## config.mk

```make
export PLATFORM = sky130hd
export DESIGN_NAME = dpio_top
export DESIGN_NICKNAME = d
export VERILOG_FILES = /design/src/verilog/dpio_pkg.sv /design/src/verilog/dpio_sync.sv /design/src/verilog/dpio_pin.sv /design/src/verilog/dpio_top.sv
export VERILOG_INCLUDE_DIRS = /design/src /design/src/verilog
export SDC_FILE = /design/constraint.sdc
export NUM_CORES = 1
export LEC_CHECK = 0
export ABC_AREA = 1
export BUFFER_PORTS_ARGS = -buffer_cell sky130_fd_sc_hd__buf_4
export CAP_MARGIN = 20
export CELL_PAD_IN_SITES_DETAIL_PLACEMENT = 1
export CELL_PAD_IN_SITES_GLOBAL_PLACEMENT = 1
export CORE_UTILIZATION = 31
export CTS_CLUSTER_SIZE = 40
export DETAILED_ROUTE_END_ITERATION = 7
export PLACE_DENSITY_LB_ADDON = 0.1
export SKIP_LAST_GASP = 1
export SYNTH_ARGS = -nofsm -noshare
export SYNTH_HDL_FRONTEND = slang
export SYNTH_SLANG_ARGS = --single-unit
```

## constraint.sdc

```tcl
create_clock -name aclk -period 2.1 [get_ports aclk]
set_input_delay 0.21 -clock aclk [delete_from_list [all_inputs] [get_ports aclk]]
set_output_delay 0.21 -clock aclk [all_outputs]
set_load 0.005 [all_outputs]
```

## src/verilog/dpio_map.svh

```systemverilog
// Purpose: register offsets, field positions and reset values of the ports
// Assumes: 32-bit AXI4-Lite words, byte addresses = 4 x register index
// Notes: definitions only
`ifndef DPIO_MAP_SVH
`define DPIO_MAP_SVH
// register indices, byte address is four times the index
`define DPIO_IDX_PA_LATCH 4'h0
`define DPIO_IDX_PB_LATCH 4'h1
`define DPIO_IDX_PA_DIR 4'h4
`define DPIO_IDX_PB_DIR 4'h5
`define DPIO_IDX_KEY_EN 4'h6
`define DPIO_IDX_TIM_CFG 4'h7
`define DPIO_ADDR_LSB 2
`define DPIO_IDX_W 4
// fields
`define DPIO_BUS_CLOCK_OUT_ENABLE_BIT 7
`define DPIO_KEY_LO 1
`define DPIO_KEY_HI 6
`define DPIO_ELS_LO 0
`define DPIO_ELS_HI 1
`define DPIO_PS_LO 4
`define DPIO_PS_HI 6
`define DPIO_PS_EXT 3'h7
`define DPIO_ELS_GPIO 2'h0
// reset values
`define DPIO_RST_DIR_A 8'h00
`define DPIO_RST_DIR_B 4'h0
`define DPIO_RST_KEY 6'h00
`define DPIO_RST_TIM 5'h00
`define DPIO_RESP_OKAY 2'h0
`define DPIO_RESP_SLVERR 2'h2
`define DPIO_ZERO32 32'h00000000
`endif

```

## src/verilog/dpio_pkg.sv

```systemverilog
// Purpose: shared types of the dual parallel port
// Assumes: nothing
// Notes: offsets live in dpio_map.svh
package dpio_pkg;
    typedef logic [7:0] dpio_byte_type;
    typedef logic [31:0] dpio_word_type;
    typedef enum logic [1:0]
    {
        DPIO_W_IDLE = 2'h0,
        DPIO_W_RESP = 2'h1
    } dpio_wstate_type;
endpackage : dpio_pkg

```

## src/verilog/dpio_sync.sv

```systemverilog
// Purpose: two-flop synchroniser for a vector of pin levels
// Assumes: one clock
// Notes: first stage is read only by the second
`timescale 1ns/100ps
`default_nettype none
module dpio_sync #(parameter int WIDTH = 8)
(
    input wire logic aclk,
    input wire logic aresetn,
    input wire logic [WIDTH-1:0] async_in,
    output logic [WIDTH-1:0] sync_out
);
    logic [WIDTH-1:0] meta_q;
    always_ff @(posedge aclk)
    begin
        if (!aresetn)
        begin
            meta_q <= '0;
            sync_out <= '0;
        end
        else
        begin
            meta_q <= async_in;
            sync_out <= meta_q;
        end
    end
endmodule : dpio_sync
`default_nettype wire

```

## src/verilog/dpio_pin.sv

```systemverilog
// Purpose: one pin's output enable and readback selection
// Assumes: override inputs already decided by the caller
// Notes: purely combinational
`timescale 1ns/100ps
`default_nettype none
module dpio_pin
(
    input wire logic dir,
    input wire logic latch,
    input wire logic level,
    input wire logic force_in,
    input wire logic alt_en,
    input wire logic alt_out,
    input wire logic alt_oe,
    output logic pin_out,
    output logic pin_oe,
    output logic rd_bit
);
    // direction decides readback even when the pin is forced in
    assign rd_bit = dir ? latch : level;
    assign pin_out = alt_en ? alt_out : latch;
    assign pin_oe = alt_en ? alt_oe : (dir & ~force_in);
endmodule : dpio_pin
`default_nettype wire

```

## src/verilog/dpio_top.sv

```systemverilog
// Purpose: two general-purpose ports with key, timer and clock-out sharing
// Assumes: AXI4-Lite slave on aclk, 20 MHz, synchronous active-low reset
// Notes: pins are three signals each; pullup enable shown per port A pin
// Operation
// - key enable forces pin input, pulled up
// - key pin read needs direction zero
// - key enable turns pull-up on
// - latch write leaves input level alone
// - port B has four latch bits
// - reset leaves port B latches untouched
// - pin 2 is timer channel when selected
// - pin 3 feeds timer clock when selected
// - direction bit 7 drives bus clock on pin0
// - reset clears bus clock output enable
// - direction one drives, zero releases pin
// - reset clears port B directions
// - port B read: latch or pin level
// - latches always writable
// - port A read: latch or pin level
// - reset clears port A directions
// - reset clears key enables
//
// Decided for this implementation: the AXI4-Lite register port.
`timescale 1ns/100ps
`default_nettype none
`include "dpio_map.svh"
module dpio_top
(
    input wire logic aclk,
    input wire logic aresetn,
    input wire logic [31:0] s_axi_awaddr,
    input wire logic s_axi_awvalid,
    output logic s_axi_awready,
    input wire logic [31:0] s_axi_wdata,
    input wire logic [3:0] s_axi_wstrb,
    input wire logic s_axi_wvalid,
    output logic s_axi_wready,
    output logic [1:0] s_axi_bresp,
    output logic s_axi_bvalid,
    input wire logic s_axi_bready,
    input wire logic [31:0] s_axi_araddr,
    input wire logic s_axi_arvalid,
    output logic s_axi_arready,
    output dpio_pkg::dpio_word_type s_axi_rdata,
    output logic [1:0] s_axi_rresp,
    output logic s_axi_rvalid,
    input wire logic s_axi_rready,
    input wire logic [7:0] port_a_in,
    output logic [7:0] port_a_out,
    output logic [7:0] port_a_oe,
    output logic [7:0] port_a_pullup,
    input wire logic [3:0] port_b_in,
    output logic [3:0] port_b_out,
    output logic [3:0] port_b_oe,
    input wire logic bus_clock,
    input wire logic timer_ch0_out,
    input wire logic timer_ch0_oe,
    output logic timer_ch0_pin,
    output logic timer_ext_clock_pin,
    output logic [5:0] key_level
);
    import dpio_pkg::*;

    // ----------------------------------------
    // registers
    // ----------------------------------------
    logic [7:0] port_a_latch_q;
    logic [3:0] port_b_latch_q;
    logic [7:0] port_a_direction_q;
    logic [3:0] port_b_direction_q;
    logic bus_clock_out_enable_q;
    logic [6:1] key_irq_enable_q;
    logic [1:0] ch0_edge_level_select_q;
    logic [2:0] timer_prescale_select_q;
    logic [7:0] level_a;
    logic [3:0] level_b;
    logic [7:0] a_out_d;
    logic [7:0] a_oe_d;
    logic [7:0] a_rd;
    logic [3:0] b_out_d;
    logic [3:0] b_oe_d;
    logic [3:0] b_rd;

    // ----------------------------------------
    // pin synchronisers
    // ----------------------------------------
    // sync pin levels
    dpio_sync #(.WIDTH(8)) u_sync_a
    (
        .aclk(aclk),
        .aresetn(aresetn),
        .async_in(port_a_in),
        .sync_out(level_a)
    );
    dpio_sync #(.WIDTH(4)) u_sync_b
    (
        .aclk(aclk),
        .aresetn(aresetn),
        .async_in(port_b_in),
        .sync_out(level_b)
    );

    // ----------------------------------------
    // pin functions
    // ----------------------------------------
    logic [7:0] key_force;
    assign key_force = {1'b0, key_irq_enable_q, 1'b0};
    wire ch0_active = ch0_edge_level_select_q != `DPIO_ELS_GPIO;
    wire ext_clk_sel = timer_prescale_select_q == `DPIO_PS_EXT;

    genvar gi;
    generate
        for (gi = 0; gi < 8; gi++)
        begin : g_port_a
            dpio_pin u_pin
            (
                .dir(port_a_direction_q[gi]),
                .latch(port_a_latch_q[gi]),
                .level(level_a[gi]),
                .force_in(key_force[gi]),
                .alt_en(1'b0),
                .alt_out(1'b0),
                .alt_oe(1'b0),
                .pin_out(a_out_d[gi]),
                .pin_oe(a_oe_d[gi]),
                .rd_bit(a_rd[gi])
            );
        end
        for (gi = 0; gi < 4; gi++)
        begin : g_port_b
            logic alt_en;
            logic alt_out;
            logic alt_oe;
            if (gi == 0)
            begin : g_clk
                assign alt_en = bus_clock_out_enable_q;
                assign alt_out = bus_clock;
                assign alt_oe = 1'b1;
            end
            else if (gi == 2)
            begin : g_ch0
                assign alt_en = ch0_active;
                assign alt_out = timer_ch0_out;
                assign alt_oe = timer_ch0_oe;
            end
            else
            begin : g_plain
                assign alt_en = 1'b0;
                assign alt_out = 1'b0;
                assign alt_oe = 1'b0;
            end
            dpio_pin u_pin
            (
                .dir(port_b_direction_q[gi]),
                .latch(port_b_latch_q[gi]),
                .level(level_b[gi]),
                .force_in(1'b0),
                .alt_en(alt_en),
                .alt_out(alt_out),
                .alt_oe(alt_oe),
                .pin_out(b_out_d[gi]),
                .pin_oe(b_oe_d[gi]),
                .rd_bit(b_rd[gi])
            );
        end
    endgenerate

    // ----------------------------------------
    // write channel
    // ----------------------------------------
    logic aw_held_q;
    logic w_held_q;
    logic [`DPIO_IDX_W-1:0] aw_idx_q;
    dpio_word_type wdata_q;
    logic wstrb0_q;
    dpio_wstate_type wstate_q;
    wire aw_take = s_axi_awvalid & s_axi_awready;
    wire w_take = s_axi_wvalid & s_axi_wready;
    wire have_aw = aw_held_q | aw_take;
    wire have_w = w_held_q | w_take;
    wire w_idle = wstate_q == DPIO_W_IDLE;
    wire do_write = w_idle & have_aw & have_w;
    wire [`DPIO_IDX_W-1:0] w_idx = aw_held_q ? aw_idx_q :
        s_axi_awaddr[`DPIO_ADDR_LSB +: `DPIO_IDX_W];
    wire [7:0] w_byte = w_held_q ? wdata_q[7:0] : s_axi_wdata[7:0];
    wire w_en = w_held_q ? wstrb0_q : s_axi_wstrb[0];
    wire wr_pa = do_write & w_en & (w_idx == `DPIO_IDX_PA_LATCH);
    wire wr_pb = do_write & w_en & (w_idx == `DPIO_IDX_PB_LATCH);
    wire wr_da = do_write & w_en & (w_idx == `DPIO_IDX_PA_DIR);
    wire wr_db = do_write & w_en & (w_idx == `DPIO_IDX_PB_DIR);
    wire wr_ke = do_write & w_en & (w_idx == `DPIO_IDX_KEY_EN);
    wire wr_tc = do_write & w_en & (w_idx == `DPIO_IDX_TIM_CFG);
    wire w_hit = (w_idx == `DPIO_IDX_PA_LATCH) |
        (w_idx == `DPIO_IDX_PB_LATCH) | (w_idx == `DPIO_IDX_PA_DIR) |
        (w_idx == `DPIO_IDX_PB_DIR) | (w_idx == `DPIO_IDX_KEY_EN) |
        (w_idx == `DPIO_IDX_TIM_CFG);

    always_ff @(posedge aclk)
    begin
        if (!aresetn)
        begin
            aw_held_q <= 1'b0;
            w_held_q <= 1'b0;
            aw_idx_q <= '0;
            wdata_q <= `DPIO_ZERO32;
            wstrb0_q <= 1'b0;
            wstate_q <= DPIO_W_IDLE;
            s_axi_bvalid <= 1'b0;
            s_axi_bresp <= `DPIO_RESP_OKAY;
        end
        else
        begin
            if (aw_take)
                aw_idx_q <= s_axi_awaddr[`DPIO_ADDR_LSB +: `DPIO_IDX_W];
            if (w_take)
            begin
                wdata_q <= s_axi_wdata;
                wstrb0_q <= s_axi_wstrb[0];
            end
            if (do_write)
            begin
                aw_held_q <= 1'b0;
                w_held_q <= 1'b0;
                wstate_q <= DPIO_W_RESP;
                s_axi_bvalid <= 1'b1;
                s_axi_bresp <= w_hit ? `DPIO_RESP_OKAY : `DPIO_RESP_SLVERR;
            end
            else
            begin
                aw_held_q <= have_aw;
                w_held_q <= have_w;
                if (s_axi_bvalid && s_axi_bready)
                begin
                    s_axi_bvalid <= 1'b0;
                    wstate_q <= DPIO_W_IDLE;
                end
            end
        end
    end
    // each ready only while its own channel has nothing parked and no response is pending
    always_ff @(posedge aclk)
    begin
        if (!aresetn)
        begin
            s_axi_awready <= 1'b0;
            s_axi_wready <= 1'b0;
        end
        else
        begin
            s_axi_awready <= ~have_aw & ~do_write & w_idle;
            s_axi_wready <= ~have_w & ~do_write & w_idle;
        end
    end

    // ----------------------------------------
    // control registers
    // ----------------------------------------
    // clock out cleared
    always_ff @(posedge aclk)
    begin
        if (!aresetn)
        begin
            port_a_direction_q <= `DPIO_RST_DIR_A;
            port_b_direction_q <= `DPIO_RST_DIR_B;
            bus_clock_out_enable_q <= 1'b0;
            key_irq_enable_q <= `DPIO_RST_KEY;
            {ch0_edge_level_select_q, timer_prescale_select_q} <=
                `DPIO_RST_TIM;
        end
        else
        begin
            if (wr_da)
                port_a_direction_q <= w_byte;
            if (wr_db)
            begin
                port_b_direction_q <= w_byte[3:0];
                bus_clock_out_enable_q <= w_byte[`DPIO_BUS_CLOCK_OUT_ENABLE_BIT];
            end
            if (wr_ke)
                key_irq_enable_q <= w_byte[`DPIO_KEY_HI:`DPIO_KEY_LO];
            if (wr_tc)
            begin
                ch0_edge_level_select_q <=
                    w_byte[`DPIO_ELS_HI:`DPIO_ELS_LO];
                timer_prescale_select_q <= w_byte[`DPIO_PS_HI:`DPIO_PS_LO];
            end
        end
    end

    always_ff @(posedge aclk)
    begin
        if (wr_pa)
            port_a_latch_q <= w_byte;
        if (wr_pb)
            port_b_latch_q <= w_byte[3:0];
    end

    // ----------------------------------------
    // read channel
    // ----------------------------------------
    wire ar_take = s_axi_arvalid & s_axi_arready;
    wire [`DPIO_IDX_W-1:0] r_idx = s_axi_araddr[`DPIO_ADDR_LSB +: `DPIO_IDX_W];
    wire r_pa = r_idx == `DPIO_IDX_PA_LATCH;
    wire r_pb = r_idx == `DPIO_IDX_PB_LATCH;
    wire r_da = r_idx == `DPIO_IDX_PA_DIR;
    wire r_db = r_idx == `DPIO_IDX_PB_DIR;
    wire r_ke = r_idx == `DPIO_IDX_KEY_EN;
    wire r_tc = r_idx == `DPIO_IDX_TIM_CFG;
    wire r_hit = r_pa | r_pb | r_da | r_db | r_ke | r_tc;
    wire [7:0] r_byte =
        r_pa ? a_rd :
        r_pb ? {4'h0, b_rd} :
        r_da ? port_a_direction_q :
        r_db ? {bus_clock_out_enable_q, 3'h0, port_b_direction_q} :
        r_ke ? {1'b0, key_irq_enable_q, 1'b0} :
        r_tc ? {1'b0, timer_prescale_select_q, 2'h0,
            ch0_edge_level_select_q} : 8'h00;

    always_ff @(posedge aclk)
    begin
        if (!aresetn)
        begin
            s_axi_arready <= 1'b0;
            s_axi_rvalid <= 1'b0;
            s_axi_rdata <= `DPIO_ZERO32;
            s_axi_rresp <= `DPIO_RESP_OKAY;
        end
        else if (ar_take)
        begin
            s_axi_arready <= 1'b0;
            s_axi_rvalid <= 1'b1;
            s_axi_rdata <= {24'h000000, r_byte};
            s_axi_rresp <= r_hit ? `DPIO_RESP_OKAY : `DPIO_RESP_SLVERR;
        end
        else if (s_axi_rvalid)
        begin
            if (s_axi_rready)
                s_axi_rvalid <= 1'b0;
        end
        else
            s_axi_arready <= 1'b1;
    end

    // ----------------------------------------
    // registered pin outputs
    // ----------------------------------------
    always_ff @(posedge aclk)
    begin
        if (!aresetn)
        begin
            port_a_out <= 8'h00;
            port_a_oe <= 8'h00;
            port_a_pullup <= 8'h00;
            port_b_out <= 4'h0;
            port_b_oe <= 4'h0;
            timer_ch0_pin <= 1'b0;
            timer_ext_clock_pin <= 1'b0;
            key_level <= 6'h00;
        end
        else
        begin
            port_a_out <= a_out_d;
            port_a_oe <= a_oe_d;
            port_a_pullup <= key_force;
            port_b_out <= b_out_d;
            port_b_oe <= b_oe_d;
            timer_ch0_pin <= level_b[2];
            timer_ext_clock_pin <= ext_clk_sel & level_b[3];
            key_level <= level_a[`DPIO_KEY_HI:`DPIO_KEY_LO] & key_irq_enable_q;
        end
    end
endmodule : dpio_top
`default_nettype wire

```

# Word level (Yosys, flattened, before mapping)
# Cells that the tools add are included.
[totals]
ff_bits = 133
in_bits = 122
out_inout_bits = 81
word_cells = 134
[op_classes]
n_eq_ne = 11
mux = 34
n_bitwise = 46
n_reduce_logical = 8
[ops]
columns = ["operator", "n"]
rows = [
  ["two-way mux 8 bit", 5],
  ["== test 4 x 3 -> 1 bit (second input constant)", 8],
  ["two-way mux 1 bit", 24],
  ["AND 1 bit", 23],
  ["two-way mux 7 bit", 2],
  ["bitwise OR 1 bit", 12],
  ["inverter 1 bit", 10],
  ["== test 4 x 1 -> 1 bit (second input constant)", 2],
  ["logical NOT 4 bit", 2],
  ["AND 6 bit", 1],
  ["two-way mux 2 bit", 2],
  ["two-way mux 4 bit", 1],
  ["nonzero test 2 bit", 2],
  ["OR reduction 2 bit", 2],
  ["== test 3 bit (second input constant)", 1],
  ["logical NOT 2 bit", 1],
  ["logical AND 1 bit", 1],
]

# Logic depth before layout (Yosys ltp)
# Gate-level depths: netlist (run 1).
[logic_depth]
depth_word = 8
depth_mapped = 10
depth_no_buf = 9

# By module
# Synthesis (run 1) repeated with hierarchy kept, for this count alone.
[hier_totals]
hier_cells = 751
area_unflattened_um2 = 5590.4
[modules_own_cells]
columns = ["module", "instances", "cells_each", "area_each_um2", "seq_area_each_um2"]
rows = [
  ["dpio_top", 1, 544, 4265.3, 2202.1],
  ["dpio_pin", 12, 11, 51.3, 0.0],
  ["dpio_sync (u_sync_a)", 1, 50, 484.2, 320.3],
  ["dpio_sync (u_sync_b)", 1, 25, 225.2, 160.2],
]

# Least setup slack after synthesis (run 1)
# No wires, ideal clock.
[synth_path]
path_kind = "reg2reg"
start = "register s_axi_awready"
end = "register port_a_latch_q[0] (enable)"
setup_ns = 0.395
t_arrival_ns = 1.635
required_ns = 1.705
slack_ns = 0.070
stages_incl_launch_ff = 5
n_path_buf = 0
synth_period_minus_slack_ns = 2.030
cell_sequence = "dfxtp_1 nand2_1 nand2_2 nand3_4 nor4_1"
[synth_via]
elab_chain_cells = 6
[synth_lines]
columns = ["element", "line_no", "source"]
rows = [
  ["start: declaration", "dpio_top.sv:33", "output logic s_axi_awready,"],
  ["start signal: assignment", "dpio_top.sv:250", "s_axi_awready <= ~have_aw & ~do_write & w_idle;"],
  ["AND 1 bit", "dpio_top.sv:177", "wire aw_take = s_axi_awvalid & s_axi_awready;"],
  ["bitwise OR 1 bit", "dpio_top.sv:179", "wire have_aw = aw_held_q | aw_take;"],
  ["AND 1 bit (2 in series)", "dpio_top.sv:182", "wire do_write = w_idle & have_aw & have_w;"],
  ["AND 1 bit (2 in series)", "dpio_top.sv:187", "wire wr_pa = do_write & w_en & (w_idx == `DPIO_IDX_PA_LATCH);"],
  ["via wr_pa", "dpio_top.sv:187", ""],
  ["end signal: assignment", "dpio_top.sv:293", "port_a_latch_q <= w_byte;"],
  ["end: declaration", "dpio_top.sv:67", "logic [7:0] port_a_latch_q;"],
]
# The timed path passes the listed nets, and every way through them passes these cells.
# A chain may end at the register's enable or synchronous reset.

# Worst setup path after layout (run 1)
[layout_path]
start = "register w_held_q"
end = "register port_b_latch_q[3] (enable)"
[layout_via]
elab_chain_cells = 4
word_cells_on_any_way = 5
classes_between = "mux: 1; bitwise: 4"
[layout_lines]
columns = ["element", "line_no", "source"]
rows = [
  ["start: declaration", "dpio_top.sv:172", "logic w_held_q;"],
  ["start signal: assignment", "dpio_top.sv:231", "w_held_q <= have_w;"],
  ["bitwise OR 1 bit", "dpio_top.sv:180", "wire have_w = w_held_q | w_take;"],
  ["AND 1 bit", "dpio_top.sv:182", ""],
  ["AND 1 bit (*) (2 in series)", "dpio_top.sv:188", "wire wr_pb = do_write & w_en & (w_idx == `DPIO_IDX_PB_LATCH);"],
  ["via wr_pb", "dpio_top.sv:188", ""],
  ["end signal: assignment", "dpio_top.sv:295", "port_b_latch_q <= w_byte[3:0];"],
  ["end: declaration", "dpio_top.sv:68", "logic [3:0] port_b_latch_q;"],
]
# The timed path passes the listed nets; every way through them passes the cells marked *.

==> metrics, run 1 <==
run status=complete, no violations; Post CTS Setup Buffer Count=0; CP startpoint=w_held_q; WP data required=2.17 ns; final critical-path required period=approximately 1.9 ns; Setup crit end kind=flip-flop; Avg Inst Size Synth=~8 sq um; final-layout setup total negative slack=0 ns; hold bufs inserted after CTS=13; Post-synth EDFFs=12; remaining number of nets flagged by the antenna check after routing=0; Post-synth top flop=dfxtp_1; relative max-transition margin=54.5%; full die area=0.0169 sq mm; maximum count of clock buffers along a single path=2; area inside the core boundary=around 0.016 sq mm; detailed router's first-iteration violation count=189; maximum level of the CTS H-tree=4; part of the Yosys area used for sequential elements=a little over half; CP startpoint kind=flip-flop; Power Dens Cells=867 mW/mm^2; count of buffers inserted at the top-level ports=about 90; max cap viols=0; worst-path maximum fanout=10; total I/O pin count=about 200; starting density of the core=31.9%; number of global-route vias before repair=~4,200; Clock Pin Slew Worst Setup and Hold Paths=0.06 ns; total global-route track usage=between 10% and 20%; Die Span Y=roughly 130 um; half-perimeter wire length after placement=9600 um; FP Rows=46; data arrival time of the critical path=between 1.5 and 2 ns; share of flip-flops with an asynchronous set or reset=0%; number of clock buffers inserted by TritonCTS=17; summed area of non-filler cells in the final layout=between 0.006 and 0.007 sq mm; layout cells sized above 1=around a fifth; Post-Route Skew=approximately 0.0074 ns; number of instances in the synthesized netlist=653; final weighted congestion of routability-driven global placement=a little under 0.8; wire length of the first global-routing pass=between 20,000 and 25,000 um; die width=roughly 130 um; Syn. warnings=0; n_diodes=0; flop and latch count out of synthesis=128; leakage power of the design=~3.2 nW; final setup violation count=0; clock latency reported for the late side of the worst-skew pair=0.42 ns; count of cell types in the netlist=30; minimum setup slack among reg-to-reg paths=~0.19 ns; peak ir drop on the vdd network=between 0.5 and 0.6 mV; synth-to-layout area growth=28.6%; Setup crit end=port_b_latch_q[3]; total vias in the final route=4,342; average routed wire per standard cell=~13 um; vias per cell=~4.4; Final Net Count=884; CTS sink count=around 130; largest net degree at the start of global routing=95; number of antenna violations at the first check in global routing=0; path type of the worst setup path=reg2reg; unrepaired setup endpoints after global routing=no; Final Slew Violations=0; global route total overflow=0; end of the worst register-to-register path=port_b_latch_q[3]; total routed wirelength=between 10,000 and 15,000 um; max frequency=around 520 MHz; Hold/Removal Path Class=in2reg; cell area after synthesis=slightly above 0.005 sq mm; DP Area=about 0.006 sq mm; fin crit share=just over 90%; DRC violations left=0; R2R Path Start=w_held_q; number of detailed-routing iterations run before antenna repair=4; depth of the worst register-to-register path=6; clock tree from TritonCTS=built; worst-margin pin slew=around 0.68 ns; root buffer cell=clkbuf_16; total count of hold-check failures in the final report=0; Resize count post-CTS=0
[flip-flops by register name, indices dropped and copies added, names as in the netlist, 2 cells and up]
| signal | count |
|---|---|
| port_b_oe | 4 |
| u_sync_b.meta_q | 4 |
| aw_idx_q | 4 |
| port_a_out | 8 |
| port_b_direction_q | 4 |
| port_a_direction_q | 8 |
| u_sync_b.sync_out | 4 |
| wdata_q | 8 |
| port_a_oe | 8 |
| port_b_latch_q | 4 |
| key_irq_enable_q | 6 |
| port_a_pullup | 6 |
| u_sync_a.meta_q | 8 |
| port_b_out | 4 |
| s_axi_rdata | 8 |
| key_level | 6 |
| timer_prescale_select_q | 3 |
| port_a_latch_q | 8 |
| u_sync_a.sync_out | 8 |
| ch0_edge_level_select_q | 2 |
[final cells by class]
class                           instances  area (sq um)
Clock buffer                           21           450
Clock inverter                         11          67.6
Fill cell                            1983          9410
Inverter                               90           340
Multi-Input combinational cell        413          1840
Sequential cell                       128          2680
Tap cell                              216           270
Timing Repair Buffer                  112           886
[layer usage]
metal	vias to the layer above	wire length [um]	track usage, %
met5	-	0	0
met4	0	121	5.54
met3	10	515	4.47
met2	83	6600	28.7
met1	2050	6070	19.9
li1	2199	-	-
[worst max-delay path, stage by stage, from the launching register on]
cell and delay (ns):
dfxtp_1 0.55, inv_4 0.14, nand2_4 0.12, nand3_4 0.13, nor2_8 0.18, nand3_1 0.09
nor2_1 0.35
[stage by stage]
| step | util, % | power, mW | worst slack [ns] | std cells | hold WS [ns] |
|---|---|---|---|---|---|
| floorplan | - | 2.96 | 0.0699 | 680 | 0.308 |
| global placement | 36.9 | 3.10 | 0.185 | 946 | 0.397 |
| detailed placement | 36.9 | 3.12 | 0.140 | 946 | 0.399 |
| CTS | 41.0 | 5.73 | 0.129 | 991 | 0.0213 |
| global route | 41.0 | 5.90 | 0.0511 | 991 | 0.0274 |
| finish | 41.0 | 5.66 | 0.192 | 991 | 0.0330 |
[kinds of logic after synthesis]
family | Yosys count | share of synthesized area (%)
other | 1 | 0.0738
and+or+nand+nor | 310 | 26.3
DFF | 128 | 52.8
buffers and inverters | 139 | 13.1
AOI/OAI and AO/OA | 75 | 7.78
[report_power, final]
| part | leakage (nW) | internal, mW | total (mW) | switching [mW] |
|---|---|---|---|---|
| registers | 1.06 | 2.55 | 2.59 | 0.0400 |
| clock network | 0.256 | 1.52 | 2.58 | 1.06 |
| logic | 1.84 | 0.193 | 0.495 | 0.302 |
| total | 3.15 | 4.26 | 5.66 | 1.40 |
[cells in the final DEF, fill, tap and decap left out, drive strengths merged, types with 2 or more instances in the layout]
cell	n
clkinvlp	2
o21ai	39
clkbuf	21
nand2	157
buf	99
inv	87
a21oi	33
conb	28
or2	9
dlygate4sd3	13
nor2	84
edfxtp	12
nand3	46
nor3	6
dfxtp	116
clkinv	12
nand4	7
[worst min path at each step]
stage,startpoint,endpoint,slack [ns],depth (start not counted)
final,bus_clock,port_b_out[0],0.03,3
after CTS,bus_clock,port_b_out[0],0.02,3
after floorplan,port_a_in[0],u_sync_a.meta_q[0],0.31,2
after detailed placement,port_b_in[0],u_sync_b.meta_q[0],0.40,3
after global routing,bus_clock,port_b_out[0],0.03,3
after global placement,port_a_in[2],u_sync_a.meta_q[2],0.40,3
[synthesized netlist by cell type (6+ instances only)]
| master | instances | area, sq um |
|---|---|---|
| a21oi_1 | 32 | 160 |
| buf_4 | 33 | 248 |
| clkbuf_1 | 13 | 48.8 |
| dfxtp_1 | 116 | 2320 |
| edfxtp_1 | 12 | 360 |
| inv_1 | 85 | 319 |
| nand2_1 | 153 | 574 |
| nand3_1 | 45 | 225 |
| nand4_1 | 7 | 43.8 |
| nor2_1 | 79 | 297 |
| nor3_1 | 6 | 30.0 |
| o21ai_0 | 39 | 195 |
| or2_2 | 9 | 56.3 |
Power figures use the tool's default switching activity.
==> inputs of run 2 (changes only) <==
Settings changed: SYNTH_HIERARCHICAL from default to 1.
==> run 2 against run 1 <==
Worst hold slack better by 0.023 ns. Area after synthesis is 10% higher. Via count is 11% higher. Clock-buffer cell count is 3 lower. Global-route usage hardly changed. Non-clock buffer count stayed put. Critical path depth is 1 lower. Maximum frequency is 3.5% higher. Power is 7.6% higher. Critical path type unchanged. Critical endpoint is now port_a_latch_q[3].
==> metrics, run 2 <==
wire length of the first global-routing pass=between 20,000 and 25,000 um; Die Span Y=roughly 140 um; CP startpoint=w_held_q; final weighted congestion of routability-driven global placement=between 0.8 and 0.9; total count of hold-check failures in the final report=0; global route total overflow=0; n_diodes=0; full die area=0.0186 sq mm; number of clock buffers inserted by TritonCTS=17; maximum count of clock buffers along a single path=2; area share of xor/xnor cells in the synthesized design=0%; share of flip-flops with an asynchronous set or reset=0%; fraction of synthesized cell area taken by the top area cell type=41.5%; Syn. warnings=6; final-layout setup total negative slack=0 ns; total global-route track usage=around 17%; total vias in the final route=4,824; combinational family with the most area after synthesis=simple AND/OR/NAND/NOR gates; Final Slew Violations=0; path type of the worst setup path=reg2reg; starting density of the core=around a third; leading cell type in the layout, fill and taps excluded=nand2_1; Setup crit end kind=flip-flop; part of the Yosys area used for sequential elements=48.0%; library cell occupying the most area in the post-synthesis netlist=dfxtp_1; complex-gate fraction of the synthesized area=7.72%; R2R Path Start=w_held_q; Post CTS Setup Buffer Count=0; cell with the most instances after synthesis=nand2_1; clock tree from TritonCTS=built; largest net degree at the start of global routing=50; routing usage on met3=about 3.3%; fraction of the mapped netlist area in simple logic gates=approximately 29%; Avg Inst Size Synth=7.44 sq um; number of antenna violations at the first check in global routing=0; worst-margin pin slew=0.677 ns; number of detailed-routing iterations run before antenna repair=5; fin crit share=87.8%; synth-to-layout area growth=30.8%; remaining number of nets flagged by the antenna check after routing=0; Post-synth EDFFs=12; filler cell count in the final layout=2,235; Post-Route Skew=~0.007 ns; flop and latch count out of synthesis=about 130; CTS sink count=approximately 130; average routed wire per standard cell=12.4 um; minimum setup slack among reg-to-reg paths=~0.26 ns; FP Rows=48; root buffer cell=clkbuf_16; clock latency reported for the late side of the worst-skew pair=0.41 ns; met2 global-route usage=about 29%; max frequency=roughly 540 MHz; run status=complete, no violations; total I/O pin count=203; peak ir drop on the vdd network=around 0.56 mV; list of most frequent post-synthesis cells=nand2_1 (193), inv_1 (121), dfxtp_1 (116), nor2_1 (62), nand3_1 (43); final critical-path required period=1.84 ns; detailed router's first-iteration violation count=between 150 and 200; Power Dens Cells=~830 mW/mm^2; DRC violations left=0; total routed wirelength=14,300 um; data arrival time of the critical path=roughly 2.0 ns; worst-path maximum fanout=10; met1 usage in global routing=between 20% and 30%; hold_sp=s_axi_awvalid; top area cells in the synthesized netlist=dfxtp_1 (42%), nand2_1 (13%), inv_1 (8.1%); Final Net Count=~1,000; busiest metal layer after global routing=met2; half-perimeter wire length after placement=roughly 11,000 um; layout cells sized above 1=a little over a fifth; arithmetic-cell share of the synthesized area counting full adders, half adders and majority gates=0%; Clock Pin Slew Worst Setup and Hold Paths=around 0.06 ns; relative max-transition margin=between 50% and 60%; WP data required=around 2.2 ns; number of global-route vias before repair=a little under 5,000; CP startpoint kind=flip-flop; area inside the core boundary=between 0.015 and 0.02 sq mm; max cap viols=0; final setup violation count=0; unrepaired setup endpoints after global routing=no; count of cell types in the netlist=33; maximum level of the CTS H-tree=4; leakage power of the design=between 3 and 4 nW; Post-synth top flop=dfxtp_1; Hold/Removal Path Class=in2reg; die width=~140 um; cell area after synthesis=roughly 0.0056 sq mm; post-layout util=41.8%; vias per cell=about 4.2; mux share of post-synthesis cell area=0%; count of buffers inserted at the top-level ports=slightly above 90; number of instances in the synthesized netlist=~750; commonest non-fill, non-tap cells in the layout=nand2_1 (193), inv_1 (121), dfxtp_1 (116)
==> run 2: cell count changes after synthesis, sizes merged, moves of 4 or more <==
cell / change
nand2: +57
nand3: +10
nor2: -17
inv: +48
nand4: -4
o21ai: +9
clkbuf: -5
==> run 2: kinds of logic (layout without fill, tap and decap cells) <==
| group | Yosys count | after routing |
|---|---|---|
| buffers and inverters | 183 | 279 |
| flip-flops | 128 | 128 |
| other | 2 | 85 |
| AO/OA/AOI/OAI | 83 | 83 |
| AND/OR/NAND/NOR | 355 | 355 |
==> run 2: per-stage QoR <==
step / cell area, sq um / hold slack (ns) / power [mW] / setup WS [ns] / std cells
final: 7310 / 0.0565 / 6.09 / 0.256 / 1155
after floorplan: 5900 / 0.302 / 3.04 / 0.00268 / 834
after CTS: 7310 / 0.0478 / 6.16 / 0.129 / 1155
after global routing: 7310 / 0.0694 / 6.36 / 0.0868 / 1155
after detailed placement: 6590 / 0.399 / 3.22 / 0.149 / 1111
after global placement: 6590 / 0.396 / 3.20 / 0.201 / 1111
==> run 2: cell type report <==
type	count	area (sq um)	area share, %
sequential	128	2680	36.7
clock inverter	13	135	1.85
inverter	136	513	7.02
timing repair buffer	112	877	12.0
multi-input combinational	523	2370	32.4
tap	225	282	3.85
clock buffer	18	450	6.16
==> run 2: metal layers <==
layer / vias to the layer above / share of wire, %
met1: 2223 / 46
met5: - / 0
met4: 0 / 1.1
met2: 79 / 50
li1: 2509 / -
met3: 13 / 2.8
==> run 2: timing repair <==
action | CTS | global route
hold endpoints to repair | 13 | 0
resized for setup | 0 | 1
hold buffers | 13 | 0
setup endpoints to repair | 0 | 7
==> run 2: path summary, 6_finish.rpt <==
check	depth (start not counted)	to
setup / recovery	5	port_a_latch_q[3]
hold / removal	3	aw_idx_q[2]
setup reg to reg	5	port_a_latch_q[3]
hold reg to reg	2	u_sync_a/sync_out[1]
==> run 2: report_power, final <==
| group | total (mW) | switching (mW) | internal [mW] |
|---|---|---|---|
| combinational | 0.579 | 0.352 | 0.227 |
| clock | 2.91 | 1.10 | 1.81 |
| sequential | 2.60 | 0.0438 | 2.56 |
==> run 2: critical path, stage by stage, from the launching register on <==
cell     delay (ns)
dfxtp_1        0.54
inv_4          0.13
nand2_4        0.11
nand3_4        0.13
nor4b_1        0.36
buf_4          0.26
==> inputs of run 3 (changes only) <==
Settings changed: CORE_UTILIZATION 31 to 32, CTS_BUF_LIST from default to sky130_fd_sc_hd__clkbuf_2 sky130_fd_sc_hd__clkbuf_4 sky130_fd_sc_hd__clkbuf_8.
==> run 3 against run 2 <==
Clock-buffer cell count rose by 3. Sequential cell count did not move. Worst hold slack got worse by 0.024 ns. Register-to-register slack improved by 0.02 ns. Critical path depth did not move. First-iteration DRC count rose by 21%. Die area fell by 3.1%. Clock power fell by 25%. Final area fell by 2.3%. Global-route usage fell by 0.12 points. Core utilization rose by 0.64 points. Wire length fell by 1.2%.
==> metrics, run 3 (synthesis results as in run 2) <==
number of detailed-routing iterations run before antenna repair=6; fin crit share=87.1%; number of cells on the worst hold path=3; number of global-route vias before repair=4,797; max cap viols=0; largest net degree at the start of global routing=50; Clock Pin Slew Worst Setup and Hold Paths=approximately 0.07 ns; run status=complete, no violations; unrepaired setup endpoints after global routing=no; FP Rows=between 40 and 50; Setup crit end kind=flip-flop; starting density of the core=roughly 33%; minimum setup slack among reg-to-reg paths=about 0.27 ns; half-perimeter wire length after placement=roughly 11,000 um; Final Net Count=around 1,000; met1 usage in global routing=20.0%; busiest metal layer after global routing=met2; CTS sink count=128; R2R Path Start=w_held_q; CP startpoint kind=flip-flop; WP data required=2.25 ns; total vias in the final route=~4,900; maximum level of the CTS H-tree=4; peak ir drop on the vdd network=between 0.3 and 0.4 mV; leading cell type in the layout, fill and taps excluded=nand2_1; final critical-path required period=1.83 ns; CP startpoint=w_held_q; number of antenna violations at the first check in global routing=0; maximum count of clock buffers along a single path=2; count of buffers inserted at the top-level ports=between 90 and 100; DRC violations left=0; worst-margin pin slew=roughly 0.66 ns; wire length of the first global-routing pass=around 23,000 um; met2 global-route usage=~29%; layout cells sized above 1=a little over a fifth; leakage power of the design=3.58 nW; Post-Route Skew=0.00827 ns; depth of the worst register-to-register path=5; data arrival time of the critical path=slightly below 2 ns; post-layout util=between 40% and 50%; hold_sp=s_axi_wdata[6]; total routed wirelength=roughly 14,000 um; remaining number of nets flagged by the antenna check after routing=0; total global-route track usage=16.5%; Hold/Removal Path Class=in2reg; Die Span Y=approximately 130 um; synth-to-layout area growth=27.8%; final weighted congestion of routability-driven global placement=0.821; path type of the worst setup path=reg2reg; number of clock buffers inserted by TritonCTS=17; detailed router's first-iteration violation count=~190; full die area=about 0.018 sq mm; global route total overflow=0; total count of hold-check failures in the final report=0; final setup violation count=0; commonest non-fill, non-tap cells in the layout=nand2_1 (193), inv_1 (121), dfxtp_1 (116); routing usage on met3=3.33%; die width=between 100 and 150 um; Final Slew Violations=0; vias per cell=4.23; Post CTS Setup Buffer Count=0; n_diodes=0; average routed wire per standard cell=around 12 um; root buffer cell=clkbuf_8; Power Dens Cells=752 mW/mm^2; relative max-transition margin=between 50% and 60%; area inside the core boundary=0.0168 sq mm; clock latency reported for the late side of the worst-skew pair=0.44 ns; worst-path maximum fanout=10; total I/O pin count=slightly above 200; max frequency=roughly 550 MHz; clock tree from TritonCTS=built; final-layout setup total negative slack=0 ns
## run 3: cell types whose count changed in the layout (fill, tap and decap cells not counted), moves of 2 or more
cell and delta:
inv_4 -2, clkinv_4 -2, clkbuf_16 -18, clkinv_2 +2, clkbuf_8 +18, clkbuf_4 +3
## run 3: worst paths after layout
path	end
hold / removal	wdata_q[6]
hold reg to reg	u_sync_b/sync_out[2]
setup reg to reg	port_a_latch_q[0]
setup / recovery	port_a_latch_q[0]
## run 3: what timing repair did
item	in CTS	in global routing
endpoints found under the hold margin	13	0
resized for setup	0	0
hold buffers	13	0
## run 3: cell type report
| cell class | instances | area, sq um |
|---|---|---|
| Timing Repair Buffer | 113 | 893 |
| Fill cell | 2162 | 9670 |
| Multi-Input combinational cell | 523 | 2370 |
| Tap cell | 220 | 275 |
| Clock inverter | 11 | 138 |
| Sequential cell | 128 | 2680 |
| Inverter | 136 | 513 |
| Clock buffer | 21 | 270 |
## run 3: through the flow
stage	power [mW]	hold WS, ns	setup slack [ns]	area [sq um]	std cells
finish	5.37	0.0329	0.272	7140	1152
global route	5.64	0.0260	0.135	7140	1152
CTS	5.46	0.00165	0.223	7140	1152
detailed placement	3.22	0.397	0.262	6610	1107
global placement	3.20	0.395	0.311	6610	1107
floorplan	3.04	0.302	0.00268	5900	834
## run 3: where the power goes
part	switching [mW]	total, mW	internal [mW]
sequential	0.0451	2.60	2.56
clock	0.954	2.19	1.24
combinational	0.354	0.583	0.229
## run 3: metal layers
layer	vias up	routed length [um]
li1	2508	-
met1	2253	6320
met2	100	7130
met3	11	552
met4	0	146
met5	-	0
## run 3: critical path, stage by stage, from the launching register on
cell	delay [ns]
dfxtp_1	0.54
inv_4	0.13
nand2_4	0.12
nand3_4	0.14
nor4b_1	0.35
buf_4	0.25
